## config.mk

```make
export PLATFORM = sky130hd
export DESIGN_NAME = root_hub_port_status_control
export DESIGN_NICKNAME = d
export VERILOG_FILES = /design/src/root_hub_port_pkg.sv /design/src/root_hub_port_status_control.sv
export SDC_FILE = /design/constraint.sdc
export NUM_CORES = 1
export LEC_CHECK = 0
export ABC_AREA = 1
export BUFFER_PORTS_ARGS = -buffer_cell sky130_fd_sc_hd__buf_2
export CORE_MARGIN = 3
export CORE_UTILIZATION = 26
export DETAILED_ROUTE_END_ITERATION = 16
export GPL_TIMING_DRIVEN = 0
export PLACE_DENSITY = 0.5
export SLEW_MARGIN = 10
export SYNTH_ARGS = -nofsm -noshare
export SYNTH_HDL_FRONTEND = slang
export SYNTH_SLANG_ARGS = --single-unit
```

## constraint.sdc

```tcl
create_clock -name i_clock -period 2.6 [get_ports i_clock]
set_clock_uncertainty 0.2 [all_clocks]
set_input_delay 0.39 -clock i_clock [delete_from_list [all_inputs] [get_ports i_clock]]
set_output_delay 0.39 -clock i_clock [all_outputs]
set_load 0.02 [all_outputs]
```

## src/root_hub_port_pkg.sv

```systemverilog
// Constants and types for the root hub downstream port status block
package root_hub_port_pkg;
    localparam int PORT_MAX = 2;
    localparam logic [7:0] CODE_PORT_ONE = 8'h15;
    localparam logic [7:0] CODE_PORT_TWO = 8'h16;
    localparam logic [7:0] CODE_WRITE_FLAG = 8'h80;
    // Status bits on read, command bits on write
    localparam int BIT_CONNECT = 0;
    localparam int BIT_ENABLE = 1;
    localparam int BIT_SUSPEND = 2;
    localparam int BIT_OVERCURRENT = 3;
    localparam int BIT_RESET = 4;
    localparam int BIT_POWER = 8;
    localparam int BIT_LOW_SPEED = 9;
    localparam int CMD_CLR_ENABLE = 0;
    localparam int CMD_SET_ENABLE = 1;
    localparam int CMD_SET_SUSPEND = 2;
    localparam int CMD_CLR_SUSPEND = 3;
    localparam int CMD_SET_RESET = 4;
    localparam int CMD_SET_POWER = 8;
    localparam int CMD_CLR_POWER = 9;
    // Change flags, offset from bit 16
    localparam int CHANGE_BASE = 16;
    localparam int CHG_CONNECT = 0;
    localparam int CHG_ENABLE = 1;
    localparam int CHG_RESUME = 2;
    localparam int CHG_OVERCURRENT = 3;
    localparam int CHG_RESET = 4;
    localparam logic [31:0] RESET_VALUE = 32'h0000_0000;
    // Timing
    localparam int CLOCK_NS = 10;
    localparam int RESET_TIME_MS = 10;
    localparam int RESUME_PULSE_MS = 20;
    localparam int RESYNC_MS = 3;
    localparam int LS_EOP_NS = 1333;
    localparam int RESET_CYCLES = RESET_TIME_MS * 1000000 / CLOCK_NS;
    localparam int RESUME_PULSE_CYCLES = RESUME_PULSE_MS * 1000000 / CLOCK_NS;
    localparam int RESYNC_CYCLES = RESYNC_MS * 1000000 / CLOCK_NS;
    localparam int LS_EOP_CYCLES = (LS_EOP_NS + CLOCK_NS - 1) / CLOCK_NS;
    localparam int COUNT_WIDTH = 24;

    typedef enum logic [1:0] {
        RESUME_IDLE = 2'b00,
        RESUME_PULSE = 2'b01,
        RESUME_EOP = 2'b10,
        RESUME_RESYNC = 2'b11
    } resume_phase_type;

    typedef struct packed {
        logic valid;
        logic [7:0] code;
        logic [31:0] wdata;
    } cmd_type;

    typedef struct packed {
        logic conn_meta;
        logic conn_sync;
        logic ls_meta;
        logic ls_sync;
        logic oc_meta;
        logic oc_sync;
        logic nr_meta;
        logic nr_sync;
        logic current_connect;
        logic port_enabled;
        logic port_suspended;
        logic port_overcurrent;
        logic port_in_reset;
        logic port_power_on;
        logic low_speed_attached;
        logic announced;
        logic [4:0] changes;
        resume_phase_type phase;
        logic resuming;
        logic [COUNT_WIDTH-1:0] count;
        logic pend_valid;
        logic [9:0] pend_cmd;
    } port_state_type;

    typedef struct packed {
        port_state_type [PORT_MAX-1:0] port;
        logic [31:0] rdata;
        logic rvalid;
    } state_type;
endpackage

```

## src/root_hub_port_status_control.sv

```systemverilog
// Root hub downstream port status and control registers
`timescale 1ns/100ps
module root_hub_port_status_control #(
    parameter int PORT_COUNT = root_hub_port_pkg::PORT_MAX,
    parameter int RESET_CYCLES = root_hub_port_pkg::RESET_CYCLES,
    parameter int RESUME_PULSE_CYCLES = root_hub_port_pkg::RESUME_PULSE_CYCLES,
    parameter int RESYNC_CYCLES = root_hub_port_pkg::RESYNC_CYCLES
) (
    input wire logic i_clock,
    input wire logic i_rstn,
    input wire logic i_clock_en,
    input wire root_hub_port_pkg::cmd_type i_cmd,
    input wire logic [root_hub_port_pkg::PORT_MAX-1:0] i_transaction_busy,
    input wire logic [root_hub_port_pkg::PORT_MAX-1:0] i_connect_pin,
    input wire logic [root_hub_port_pkg::PORT_MAX-1:0] i_low_speed_pin,
    input wire logic [root_hub_port_pkg::PORT_MAX-1:0] i_overcurrent_pin,
    input wire logic [root_hub_port_pkg::PORT_MAX-1:0] i_non_removable_pin,
    output logic [31:0] o_rdata,
    output logic o_rvalid,
    output logic [root_hub_port_pkg::PORT_MAX-1:0] o_port_power,
    output logic [root_hub_port_pkg::PORT_MAX-1:0] o_reset_drive,
    output logic [root_hub_port_pkg::PORT_MAX-1:0] o_resume_drive
);
    localparam int CW = root_hub_port_pkg::COUNT_WIDTH;

    // Timers are CW bits wide, so longer counts cannot be served
    if (PORT_COUNT < 1 || PORT_COUNT > root_hub_port_pkg::PORT_MAX) begin : g_bad_port_count
        $error("PORT_COUNT out of range");
    end
    if (RESET_CYCLES < 1 || RESET_CYCLES >= (1 << CW)) begin : g_bad_reset_cycles
        $error("RESET_CYCLES out of range");
    end
    if (RESUME_PULSE_CYCLES < 1 || RESUME_PULSE_CYCLES >= (1 << CW)) begin : g_bad_pulse_cycles
        $error("RESUME_PULSE_CYCLES out of range");
    end
    if (RESYNC_CYCLES < 1 || RESYNC_CYCLES >= (1 << CW)) begin : g_bad_resync_cycles
        $error("RESYNC_CYCLES out of range");
    end
    if (root_hub_port_pkg::LS_EOP_CYCLES < 1 || root_hub_port_pkg::LS_EOP_CYCLES >= (1 << CW)) begin : g_bad_eop_cycles
        $error("LS_EOP_CYCLES out of range");
    end

    root_hub_port_pkg::state_type state;
    root_hub_port_pkg::state_type next_state;

    function automatic logic [31:0] pack_port(input root_hub_port_pkg::port_state_type p);
        logic [31:0] v;
        v = root_hub_port_pkg::RESET_VALUE;
        v[root_hub_port_pkg::BIT_CONNECT] = p.current_connect;
        v[root_hub_port_pkg::BIT_ENABLE] = p.port_enabled;
        v[root_hub_port_pkg::BIT_SUSPEND] = p.port_suspended;
        v[root_hub_port_pkg::BIT_OVERCURRENT] = p.port_overcurrent;
        v[root_hub_port_pkg::BIT_RESET] = p.port_in_reset;
        v[root_hub_port_pkg::BIT_POWER] = p.port_power_on;
        v[root_hub_port_pkg::BIT_LOW_SPEED] = p.low_speed_attached;
        v[root_hub_port_pkg::CHANGE_BASE +: 5] = p.changes;
        return v;
    endfunction

    // Each port answers its own read code; its write code adds the write flag
    function automatic logic [7:0] read_code(input int index);
        logic [7:0] code;
        code = root_hub_port_pkg::CODE_PORT_ONE;
        if (index == 1) begin
            code = root_hub_port_pkg::CODE_PORT_TWO;
        end
        return code;
    endfunction

    always_comb begin
        root_hub_port_pkg::port_state_type p;
        root_hub_port_pkg::port_state_type old;
        logic [7:0] port_code;
        logic hit_write;
        logic hit_read;
        logic [4:0] clr;
        logic [4:0] set;
        logic [9:0] cmd;
        logic live;

        p = '0;
        old = '0;
        port_code = 8'h00;
        hit_write = 1'b0;
        hit_read = 1'b0;
        clr = 5'h00;
        set = 5'h00;
        cmd = 10'h000;
        live = 1'b0;
        next_state = state;
        next_state.rvalid = 1'b0;
        // Every read in an enabled cycle answers, unmapped codes with zero, so software never waits
        if (i_cmd.valid && !i_cmd.code[7]) begin
            next_state.rvalid = 1'b1;
            next_state.rdata = 32'h0000_0000;
        end

        for (int i = 0; i < PORT_COUNT; i++) begin
            old = state.port[i];
            p = old;
            port_code = read_code(i);
            hit_write = i_cmd.valid && i_cmd.code == (port_code | root_hub_port_pkg::CODE_WRITE_FLAG);
            hit_read = i_cmd.valid && i_cmd.code == port_code;
            if (hit_read) begin
                next_state.rdata = pack_port(old);
            end

            // Pins cross in two flops before use
            p.conn_meta = i_connect_pin[i];
            p.conn_sync = old.conn_meta;
            p.ls_meta = i_low_speed_pin[i];
            p.ls_sync = old.ls_meta;
            p.oc_meta = i_overcurrent_pin[i];
            p.oc_sync = old.oc_meta;
            p.nr_meta = i_non_removable_pin[i];
            p.nr_sync = old.nr_meta;
            clr = 5'h00;
            set = 5'h00;
            cmd = 10'h000;
            if (hit_write) begin
                // Reserved write bits are simply ignored
                clr = i_cmd.wdata[root_hub_port_pkg::CHANGE_BASE +: 5];
                if (i_transaction_busy[i] || old.pend_valid) begin
                    // Deferred writes merge so none is lost behind a busy port
                    p.pend_valid = 1'b1;
                    p.pend_cmd = old.pend_cmd | i_cmd.wdata[9:0];
                end else begin
                    cmd = i_cmd.wdata[9:0];
                end
            end else if (old.pend_valid && !i_transaction_busy[i]) begin
                cmd = old.pend_cmd;
                p.pend_valid = 1'b0;
                p.pend_cmd = 10'h000;
            end

            // Port reset timer
            if (old.port_in_reset) begin
                if (old.count == CW'(1)) begin
                    p.port_in_reset = 1'b0;
                    p.port_enabled = 1'b1;
                    set[root_hub_port_pkg::CHG_RESET] = 1'b1;
                end else begin
                    p.count = old.count - CW'(1);
                end
            end

            // Resume sequence
            unique case (old.phase)
                root_hub_port_pkg::RESUME_IDLE: begin
                end
                root_hub_port_pkg::RESUME_PULSE: begin
                    if (old.count == CW'(1)) begin
                        p.phase = root_hub_port_pkg::RESUME_EOP;
                        p.count = CW'(root_hub_port_pkg::LS_EOP_CYCLES);
                    end else begin
                        p.count = old.count - CW'(1);
                    end
                end
                root_hub_port_pkg::RESUME_EOP: begin
                    if (old.count == CW'(1)) begin
                        p.phase = root_hub_port_pkg::RESUME_RESYNC;
                        p.count = CW'(RESYNC_CYCLES);
                    end else begin
                        p.count = old.count - CW'(1);
                    end
                end
                root_hub_port_pkg::RESUME_RESYNC: begin
                    if (old.count == CW'(1)) begin
                        p.phase = root_hub_port_pkg::RESUME_IDLE;
                        p.port_suspended = 1'b0;
                        set[root_hub_port_pkg::CHG_RESUME] = 1'b1;
                    end else begin
                        p.count = old.count - CW'(1);
                    end
                end
            endcase

            // Software commands; enable writes never raise enable change
            if (cmd[root_hub_port_pkg::CMD_CLR_ENABLE]) begin
                p.port_enabled = 1'b0;
            end
            if (cmd[root_hub_port_pkg::CMD_SET_ENABLE]) begin
                if (old.current_connect) begin
                    p.port_enabled = 1'b1;
                end else begin
                    set[root_hub_port_pkg::CHG_CONNECT] = 1'b1;
                end
            end
            if (cmd[root_hub_port_pkg::CMD_SET_SUSPEND]) begin
                if (!old.current_connect) begin
                    set[root_hub_port_pkg::CHG_CONNECT] = 1'b1;
                end else if (old.port_enabled) begin
                    p.port_suspended = 1'b1;
                end
            end
            if (cmd[root_hub_port_pkg::CMD_CLR_SUSPEND] && old.port_suspended &&
                old.phase == root_hub_port_pkg::RESUME_IDLE && !old.port_in_reset) begin
                p.phase = root_hub_port_pkg::RESUME_PULSE;
                p.count = CW'(RESUME_PULSE_CYCLES);
            end
            if (cmd[root_hub_port_pkg::CMD_SET_RESET]) begin
                if (!old.current_connect) begin
                    set[root_hub_port_pkg::CHG_CONNECT] = 1'b1;
                end else if (!old.port_in_reset) begin
                    // Reset overrides a resume in flight
                    p.port_in_reset = 1'b1;
                    p.port_suspended = 1'b0;
                    p.phase = root_hub_port_pkg::RESUME_IDLE;
                    p.count = CW'(RESET_CYCLES);
                end
            end
            if (cmd[root_hub_port_pkg::CMD_SET_POWER]) begin
                p.port_power_on = 1'b1;
            end
            if (cmd[root_hub_port_pkg::CMD_CLR_POWER]) begin
                p.port_power_on = 1'b0;
            end

            // Hardware events
            p.port_overcurrent = old.oc_sync;
            if (old.oc_sync != old.port_overcurrent) begin
                set[root_hub_port_pkg::CHG_OVERCURRENT] = 1'b1;
            end
            if (old.oc_sync) begin
                p.port_power_on = 1'b0;
            end
            // An unpowered port never reports a device, whatever its pin says
            live = p.port_power_on && old.conn_sync;
            p.current_connect = live;
            // Fixed devices announce once per root hub reset
            if (old.nr_sync) begin
                if (live && !old.announced) begin
                    p.announced = 1'b1;
                    set[root_hub_port_pkg::CHG_CONNECT] = 1'b1;
                end
            end else if (live != old.current_connect) begin
                set[root_hub_port_pkg::CHG_CONNECT] = 1'b1;
            end
            if (!live) begin
                // Power loss or disconnect drops enable, suspend, reset and resume; change flags stay
                if (old.port_enabled) begin
                    set[root_hub_port_pkg::CHG_ENABLE] = 1'b1;
                end
                p.port_enabled = 1'b0;
                p.port_suspended = 1'b0;
                p.port_in_reset = 1'b0;
                p.phase = root_hub_port_pkg::RESUME_IDLE;
                set[root_hub_port_pkg::CHG_RESET] = 1'b0;
                set[root_hub_port_pkg::CHG_RESUME] = 1'b0;
            end
            p.low_speed_attached = live && old.ls_sync;
            // Registered so the resume output comes straight from a flop
            p.resuming = p.phase != root_hub_port_pkg::RESUME_IDLE;

            // A hardware set wins over a same-cycle software clear
            p.changes = (old.changes & ~clr) | set;
            if (set[root_hub_port_pkg::CHG_RESET]) begin
                p.changes[root_hub_port_pkg::CHG_RESUME] = 1'b0;
            end

            if (i_clock_en) begin
                next_state.port[i] = p;
            end
        end

        // Frozen cycles keep every flop, the read answer too
        if (!i_clock_en) begin
            next_state = state;
        end
    end

    always_ff @(posedge i_clock or negedge i_rstn) begin
        if (!i_rstn) begin
            state <= '0;
        end else begin
            state <= next_state;
        end
    end

    always_comb begin
        o_rdata = state.rdata;
        o_rvalid = state.rvalid;
        for (int i = 0; i < root_hub_port_pkg::PORT_MAX; i++) begin
            o_port_power[i] = state.port[i].port_power_on;
            o_reset_drive[i] = state.port[i].port_in_reset;
            o_resume_drive[i] = state.port[i].resuming;
        end
    end
endmodule

```

Word level (Yosys, flattened, before mapping)

Index checks and enable logic that the tools add are counted.

Add/sub/neg operators: 2
Multipliers: 0
Divide/modulo/power cells: 0
Magnitude comparators: 0
Equality and inequality tests: 18
Shift-type cells: 0
Muxes and demuxes: 135
Bitwise logic cells: 8
Reductions and logical operators: 40

Operators by type and width:

| kind                                                                  | count |
|---|---|
| 24-bit two-way mux                                                    | 18 |
| 24-bit one-hot mux with 3 select lines                                | 2 |
| 1-bit two-way mux                                                     | 76 |
| 11-bit two-way mux                                                    | 6 |
| 32-bit two-way mux                                                    | 2 |
| 10-bit two-way mux                                                    | 6 |
| 24-bit by 1-bit == test with 1-bit output (second input constant)     | 2 |
| 24-bit by 1-bit subtractor with 24-bit output (second input constant) | 2 |
| 2-bit two-way mux                                                     | 20 |
| 33-bit two-way mux                                                    | 1 |
| 10-bit bitwise OR                                                     | 2 |
| 1-bit logical AND                                                     | 19 |
| 8-bit by 5-bit == test with 1-bit output (second input constant)      | 2 |
| 8-bit == test (second input constant)                                 | 2 |
| 2-bit one-hot mux with 3 select lines                                 | 2 |
| 3-bit AND reduction                                                   | 4 |
| 5-bit bitwise AND                                                     | 2 |
| 5-bit two-way mux                                                     | 2 |
| 5-bit inverter                                                        | 2 |
| 5-bit bitwise OR                                                      | 2 |
| 2-bit == test (second input constant)                                 | 4 |
| 2-bit nonzero test                                                    | 4 |
| 1-bit zero test                                                       | 7 |
| 2-bit by 1-bit == test with 1-bit output (second input constant)      | 2 |
| other kinds (6)                                                       | 12 |

Flip-flop bits (word level): 151
Bits in latches: 0
Bits in writable memories: 0
ROM bits: 0
Bits of input ports: 54
Output and inout port bits: 39
Word-level logic and storage cells: 249
Memories kept: 0

Depth between registers and ports, before layout

Gate-level depths: netlist (run 1).

Depth in word-level cells: 13
Gate-level depth with buffers: 15
Depth with buffers taken out: 14

Least setup slack after synthesis (run 1)

No wires, ideal clock.

Kind: flip-flop to flip-flop
Start point: register state[53] (netlist bit)
End point: register state[44] (netlist bit)
Library setup time: 83 ps
Data arrival time: 1831 ps
Required time: 2317 ps
Slack: 486 ps
Stages on the path, launching flop included: 11
Path buffers: 0
Period minus slack after synthesis: 2114 ps
Path through: dfrtp_1 > nor2_2 > nand2_1 > nor2_4 > nand3_1 > ha_1 > o21ai_0 > o21ai_0 > o21ai_0 > o21ai_0 > o22ai_1

Word-level cells in the longest chain between the ends: 9
Elaborated cells between the ends (all ways): 11
Those cells by class: 1 x eq/ne; 10 x mux

Ends and longest elaborated chain:

| element                                       | line                                | RTL |
|---|---|---|
| start: declaration                            | root_hub_port_status_control.sv:43  | `root_hub_port_pkg::state_type state;` |
| start signal: assignment                      | root_hub_port_status_control.sv:276 | `state <= next_state;` |
| 24-bit by 1-bit == test with 1-bit output (*) | --                                  |  |
| 24-bit two-way mux                            | root_hub_port_status_control.sv:138 | `if (old.count == CW'(1)) begin` |
| 24-bit two-way mux                            | root_hub_port_status_control.sv:137 | `if (old.port_in_reset) begin` |
| 24-bit two-way mux                            | root_hub_port_status_control.sv:168 | `if (old.count == CW'(1)) begin` |
| 24-bit one-hot mux with 3 select lines (*)    | root_hub_port_status_control.sv:148 | `unique case (old.phase)` |
| 24-bit two-way mux (*)                        | root_hub_port_status_control.sv:196 | `if (cmd[root_hub_port_pkg::CMD_CLR_SUSPEND] && old.port_suspended &&` |
| 24-bit two-way mux                            | root_hub_port_status_control.sv:204 | `end else if (!old.port_in_reset) begin` |
| 24-bit two-way mux                            | root_hub_port_status_control.sv:202 | `if (!old.current_connect) begin` |
| 24-bit two-way mux (*)                        | root_hub_port_status_control.sv:201 | `if (cmd[root_hub_port_pkg::CMD_SET_RESET]) begin` |

Mark *: on every way between the ends. The rest lies on a longest branch, timed or not.
A chain may end at the register's enable or synchronous reset.

Worst setup path after layout (run 1)

Start point: register state[124] (netlist bit)
End point: register state[141] (netlist bit)

Word-level cells in the longest chain between the ends: 7

Ends and longest elaborated chain:

| element                                       | line                                | RTL |
|---|---|---|
| 24-bit by 1-bit == test with 1-bit output (*) | root_hub_port_status_control.sv:138 |  |
| 1-bit two-way mux (*)                         | root_hub_port_status_control.sv:138 |  |
| 1-bit two-way mux (*)                         | root_hub_port_status_control.sv:137 |  |
| 1-bit two-way mux (*)                         | root_hub_port_status_control.sv:179 | `if (cmd[root_hub_port_pkg::CMD_CLR_ENABLE]) begin` |
| 1-bit two-way mux                             | root_hub_port_status_control.sv:183 | `if (old.current_connect) begin` |
| 1-bit two-way mux (*)                         | root_hub_port_status_control.sv:182 | `if (cmd[root_hub_port_pkg::CMD_SET_ENABLE]) begin` |
| 2-bit two-way mux (*)                         | root_hub_port_status_control.sv:239 | `if (!live) begin` |

Marked as above.

==> results of run 1 <==
## power by group
part           switching, mW  leakage [nW]  internal (mW)
clock network          0.992         0.267           1.33
registers              0.224          1.57           2.17
logic                  0.845          2.98          0.464
total                   2.06          4.81           3.96
## metal layers
| layer | up-vias | GRT usage (%) |
|---|---|---|
| met5 | - | 0 |
| met4 | 0 | 5.04 |
| met3 | 43 | 2.47 |
| met1 | 3897 | 22.3 |
| li1 | 4045 | - |
| met2 | 249 | 26.0 |
## worst max-delay path: stages, from the launching register on
cell and delay (ps):
dfrtp_1 430, nor2_1 250, nand2_1 160, nor2_1 160, nand3_2 210, inv_1 300, nand2_1 200, nand2_1 120
nand3_1 100, o21a_1 130, o22ai_1 100
## area by class of cell
class | instances | area share [%]
buffer | 70 | 4.55
clock buffer | 17 | 4.27
clock inverter | 14 | 1.37
inverter | 131 | 4.94
multi-input combinational | 878 | 44.3
sequential | 125 | 31.4
tap | 402 | 5.05
timing repair buffer | 63 | 4.13
## timing repair
item                                   4_1_cts  5_1_grt
resized for setup                            0       11
hold buffers                                 9        0
endpoints found under the hold margin       89        0
setup endpoints to repair                    0        9
setup buffers                                0        0
## registers in the layout, summed over array words and instances, names as in the netlist
name            cells
o_reset_drive       2
o_port_power        2
o_resume_drive      2
o_rvalid            1
o_rdata            12
state             106
## worst paths after layout
check,startpoint,cells after the start,end
min in group asynchronous,i_rstn,2,state[150]
max,state[124],10,state[141]
min reg2reg,state[89],2,state[89]
min,i_cmd[8],3,state[41]
max in group asynchronous,i_rstn,4,state[125]
max reg2reg,state[124],10,state[141]
## cells in the mapped netlist (5+ instances only)
library cell  number
nand2_1          320
dfrtp_1          125
inv_1            123
nand3_1          107
nor2_1           105
o21ai_0           95
a21oi_1           45
buf_4             39
nand4_1           22
clkbuf_1          20
o211ai_1          18
o22ai_1           17
nor2_2            13
xor2_1            13
mux2_2            12
nor3_1            10
o21ai_1           10
inv_2              8
nand3_2            7
ha_1               6
nor2_4             6
o21ai_2            6
xnor2_1            6
buf_2              5
buf_6              5
nand3b_1           5
## metrics by stage
step	util (%)	total power, mW
floorplan	-	3.31
global placement	29.1	3.68
detailed placement	29.3	3.70
CTS	31.3	6.05
global route	31.5	6.37
finish	31.5	6.03
## cell families (layout without fill, tap and decap cells)
logic type,after synthesis,in the layout,share of synthesized area [%]
DFF,125,125,37.4
xor gates and xnor gates,19,19,1.99
adders and majority gates,6,6,0.898
muxes,12,12,1.62
buffers and inverters,201,295,11.3
other,1,20,0.0448
AOI/OAI and AO/OA,205,205,13.7
and+or+nand+nor,616,616,33.0
==> results.md, run 1 <==
* Fin nets at 1346
* ANT nets after route at 0
* Top FF cell, synth: dfrtp_1
* Top layer reached by signal wires: met4
* Synth Instances at 1185
* Status: completed
* Mean Syn Cell Area at 7.06 µm²
* Die ar. at 34400 µm²
* Crit path max fanout at 7
* Worst hold-check path type: in2reg
* First-pass GRT wire length at 43500 µm
* Maximum VDD drop at 406 µV
* Pin count of the biggest net entering global routing at 82
* #FFs+latches synth at 125
* Post-synth ARST share at 100%
* Routed WL at 27200 µm
* CTS Buf Count at 17
* FMAX at 410 MHz
* Number of DRC markers in iteration 0 at 638
* Commonest cells after routing, fill and taps aside: 320 x nand2_1, 125 x dfrtp_1, 123 x inv_1, 106 x nand3_1, 101 x nor2_1
* Pre-antenna DRT Iters at 5
* Yosys top cell by area: dfrtp_1
* Post-synth top area share at 37.4%
* Synthesis warning total at 0
* Critical path data arrival time at 2580 ps
* WL/cell at 16.0 µm
* ANT cells at 0
* Initial Util at 26.4%
* Number of vias per cell at 4.84
* Ratio of cells with drive above 1 in the final layout at 15.9%
* Power density over the cells at 605 nW/µm²
* Fin Setup TNS at 0 ps
* Port bufs at 52
* Core area at 31600 µm²
* HPWL after DPL at 19900 µm
* Register area at 3130 µm²
* I/O pin count at 93
* Placed cells at 1660
* Row count at 65
* WHS at 40.2 ps
* Area delta synth->final at 19.0%
* DR WL met2 at 12500 µm
* MaxCap Viol Count at 0
* Slew @ Worst Pin at 877 ps
* Grt ovf at 0
* Antenna violations before repair at 0
* RSZ-0062 raised after global routing: true
* DP Area at 9260 µm²
* Root Driver: clkbuf_16
* Overall Global Routing Usage at 16.2%
* Die Ht at 185 µm
* R2R Setup Slk at 160 ps
* DIE WIDTH at 185 µm
* WS Path Type: reg2reg
* Clk pin slew, worst setup/hold paths at 60 ps
* Post-route cell area at 9960 µm²
* Routability cong. at 0.889
* Critical Path Source Type: flip-flop
* Post-Syn Area at 8360 µm²
* Hold Violations, Final at 0
* Wl on met1 at 12700 µm
* Pins Over Slew Limit at 0
* # setup viols final at 0
* TritonCTS clock tree: built
* Dpl ws at -108 ps
* Part of the cycle the worst path needs at 93.7%
* Seq/Total Area, Yosys at 37.4%
* Vias at 8234
* Final min period at 2440 ps
* Final Worst Setup Slack at 163 ps
* H-tree Lvls at 4
* Residual DRC count at 0
* Synth cell types at 44
* Endpoint class of the critical path: flip-flop
* Top cells by area, synth: dfrtp_1 37%, nand2_1 14%, nand3_1 6.4%, o21ai_0 5.7%, inv_1 5.5%
* Layout fillers at 3405
* Clock Path Buffers at 2
* EDFF count, synth at 0
* Multi-input gate area at 4410 µm²
* Clock Latency Late Sink at 430 ps
* Worst EP required at 2740 ps
* Commonest non-fill, non-tap cell in the layout: nand2_1
* Leakage at 4.81 nW
* Vias in the first global route at 7945
* Slew Limit Headroom at 41.5%
* Met3 Wirelength at 1380 µm
* Final Non-Filler Cells at 1700
* CTS sink count at 125
Note: power is estimated with default switching activity, not from simulation.
==> run 2: changes to the inputs <==
--- a/config.mk
+++ b/config.mk
@@ -5,13 +5,12 @@
 export SDC_FILE = /design/constraint.sdc
 export NUM_CORES = 1
 export LEC_CHECK = 0
-export ABC_AREA = 1
 export BUFFER_PORTS_ARGS = -buffer_cell sky130_fd_sc_hd__buf_2
 export CORE_MARGIN = 3
-export CORE_UTILIZATION = 26
+export CORE_UTILIZATION = 50
 export DETAILED_ROUTE_END_ITERATION = 16
 export GPL_TIMING_DRIVEN = 0
-export PLACE_DENSITY = 0.5
+export PLACE_DENSITY = 0.78
 export SLEW_MARGIN = 10
 export SYNTH_ARGS = -nofsm -noshare
 export SYNTH_HDL_FRONTEND = slang
==> run 2 against run 1 <==
The run now ends with negative setup slack left. Register-to-register slack got worse by 440 ps. Core utilization rose by 33 points. Count of clock-buffer cells in the layout did not move. Sequential share of layout area fell by 0.99 points. Flip-flop and latch count did not move. Hold slack improved by 31 ps. Non-clock buffer count rose by 56. Sequential power fell by 7%. Maximum frequency fell by 15%.
==> results.md, run 2 <==
* Endpoint class of the critical path: flip-flop
* Commonest non-fill, non-tap cell in the layout: dfrtp_1
* WL/cell at 21.3 µm
* Max reg flops at 106
* HPWL after DPL at 18700 µm
* Maximum VDD drop at 476 µV
* EDFF count, synth at 0
* Top cells by area, synth: dfrtp_1 38%, o21ai_0 4.7%, a21oi_1 4.3%, nand2_1 3.7%, buf_4 3.5%
* Synth cell types at 97
* Final Worst Setup Slack at -275 ps
* Hold_sp: i_cmd[19]
* Worst EP required at 2680 ps
* FF-to-FF path depth at 13
* I/O pin count at 93
* Total chip power at 5.65 mW
* Synth Instances at 959
* Mean Syn Cell Area at 8.69 µm²
* Residual DRC count at 0
* Number of DRC markers in iteration 0 at 1283
* TritonCTS clock tree: built
* Commonest cells after routing, fill and taps aside: 114 x dfrtp_1, 80 x nand2_1, 76 x o21ai_0, 73 x buf_4, 71 x a21oi_1
* Synthesis warning total at 0
* Pins Over Slew Limit at 0
* WHS at 71.2 ps
* Clock Latency Late Sink at 440 ps
* Die ar. at 18200 µm²
* Slew Limit Headroom at 37.0%
* Port bufs at 51
* Routed WL at 28100 µm
* Routability cong. at 0.995
* Post-synth ARST share at 100%
* Crit path max fanout at 2
* Vias at 8804
* H-tree Lvls at 4
* Violated checks: negative setup slack
* Core area at 16100 µm²
* Worst reg2reg endpoint: state[103]
* Synth cell count leaders: 125 x dfrtp_1, 83 x nand2_1, 79 x o21ai_0
* R2R Setup Slk at -270 ps
* Most frequent cell after synthesis: dfrtp_1
* First-pass GRT wire length at 43800 µm
* ANT nets after route at 0
* Critical path data arrival time at 2950 ps
* ANT cells at 0
* Leakage at 4.22 nW
* Number of vias per cell at 6.69
* CTS sink count at 125
* #FFs+latches synth at 125
* Layout fillers at 1305
* Clock Path Buffers at 2
* FMAX at 348 MHz
* Most flops, register: state
* Antenna violations before repair at 1
* Worst hold-check path type: in2reg
* Hold Violations, Final at 0
* Critical Path Source Type: flip-flop
* Status: complete, but fails checks
* Row count at 46
* Yosys top cell by area: dfrtp_1
* Root Driver: clkbuf_16
* DIE WIDTH at 135 µm
* Overall Global Routing Usage at 30.4%
* Post-Syn Area at 8330 µm²
* Slowest stage delay, CP at 460 ps
* Final min period at 2870 ps
* Post-synth top area share at 37.6%
* Grt ovf at 0
* Part of the cycle the worst path needs at 111%
* Seq/Total Area, Yosys at 37.6%
* Power density over the cells at 547 nW/µm²
* Pin count of the biggest net entering global routing at 87
* CTS Buf Count at 17
* Clk pin slew, worst setup/hold paths at 60 ps
* Area delta synth->final at 23.9%
* Initial Util at 51.7%
* Worst R2R Start: state[104]
* Ratio of cells with drive above 1 in the final layout at 26.7%
* Slew @ Worst Pin at 946 ps
* Hold Crit Depth at 4
* Fin nets at 1147
* # setup viols final at 8
* Cells along the critical path: inv_2 -> ha_4 -> or4b_4 -> nand3b_4 -> nor2_4 -> inv_2 -> buf_8 -> ha_4 -> nand2_2 -> a31oi_1 -> a311oi_1 -> a311oi_1 -> o22ai_1
* RSZ-0062 raised after global routing: true
* Fin Setup TNS at -474 ps
* Slowest-stage cell, CP: or4b_4
* Pre-antenna DRT Iters at 6
* Vias in the first global route at 8009
* Top FF cell, synth: dfrtp_1
* Dpl ws at -510 ps
* WHS Endpoint: state[133]
* Die Ht at 135 µm
* MaxCap Viol Count at 0
* WS Path Type: reg2reg
-- run 2: cell count changes after synthesis, sizes merged, moves of 17 or more --
| cell | change |
|---|---|
| a21oi | +28 |
| nor2 | -68 |
| inv | -105 |
| clkbuf | +25 |
| o21ai | -22 |
| nand4 | -17 |
| a31oi | +20 |
| nor3 | +19 |
| nand2 | -244 |
| nand3 | -81 |
| nor4 | +31 |
-- run 2: area by class of cell --
cell class	count	area, µm²	share of cell area, %
Inverter	27	101	0.982
Tap cell	216	270	2.62
Buffer	92	574	5.56
Sequential cell	125	3140	30.4
Clock buffer	17	425	4.12
Timing Repair Buffer	97	687	6.65
Clock inverter	15	139	1.35
Multi-Input combinational cell	727	4980	48.3
-- run 2: per-layer routing --
| metal | vias up | wire, µm | part of all wire, % | global-route usage [%] |
|---|---|---|---|---|
| li1 | 3833 | - | - | - |
| met1 | 4138 | 11100 | 40 | 42.8 |
| met2 | 693 | 12500 | 45 | 45.3 |
| met3 | 138 | 3120 | 11 | 6.18 |
| met4 | 2 | 1340 | 4.8 | 13.7 |
| met5 | - | 8 | 0.028 | 0 |
-- run 2: where the power goes --
part | total (mW) | switching [mW] | leakage (nW) | internal (mW)
logic | 1.11 | 0.629 | 2.36 | 0.482
registers | 2.23 | 0.166 | 1.59 | 2.06
clock network | 2.31 | 1.05 | 0.274 | 1.27
total | 5.65 | 1.84 | 4.22 | 3.81
-- run 2: metrics by stage --
| step | cells | util, % | cell area (µm²) |
|---|---|---|---|
| 3_3_place_gp | 1245 | 55.8 | 8990 |
| 4_1_cts | 1300 | 61.6 | 9920 |
| 5_1_grt | 1316 | 64.1 | 10300 |
| 2_1_floorplan | 978 | - | 8470 |
| 6_report | 1316 | 64.1 | 10300 |
| 3_5_place_dp | 1246 | 56.0 | 9030 |
-- run 2: worst max path at each step --
stage / from / cells past startpoint / end
after floorplan: state[104] / 13 / state[103]
after global placement: i_rstn / 1 / state[148]
after detailed placement: i_cmd[37] / 8 / state[121]
after CTS: state[104] / 13 / state[103]
after global routing: state[104] / 13 / state[103]
final: state[104] / 13 / state[103]
-- run 2: cells by family (layout without fill, tap and decap cells) --
logic type	after synthesis	in the layout	share of synthesized area, %
flops	125	125	37.6
simple gates	330	330	22.3
mux	26	26	3.47
other cells	1	20	0.0450
compound gates	328	328	26.2
buf+inv	126	248	7.74
fa+ha+maj	7	7	1.02
xor+xnor	16	16	1.68
-- run 2: worst max-delay path, delay by kind of cell (launching register included) --
kind                       cells  cell delay, ps
DFF                            1             420
buffers and inverters          3             260
AOI/OAI and AO/OA              4             610
adders and majority gates      2             370
and+or+nand+nor                4             850
-- run 2: what timing repair did --
action	CTS	global route
endpoints found under the hold margin	47	0
gates resized for setup	29	61
setup endpoints to repair	34	53
pin swaps	11	19
setup buffers	16	20
hold buffers	9	0
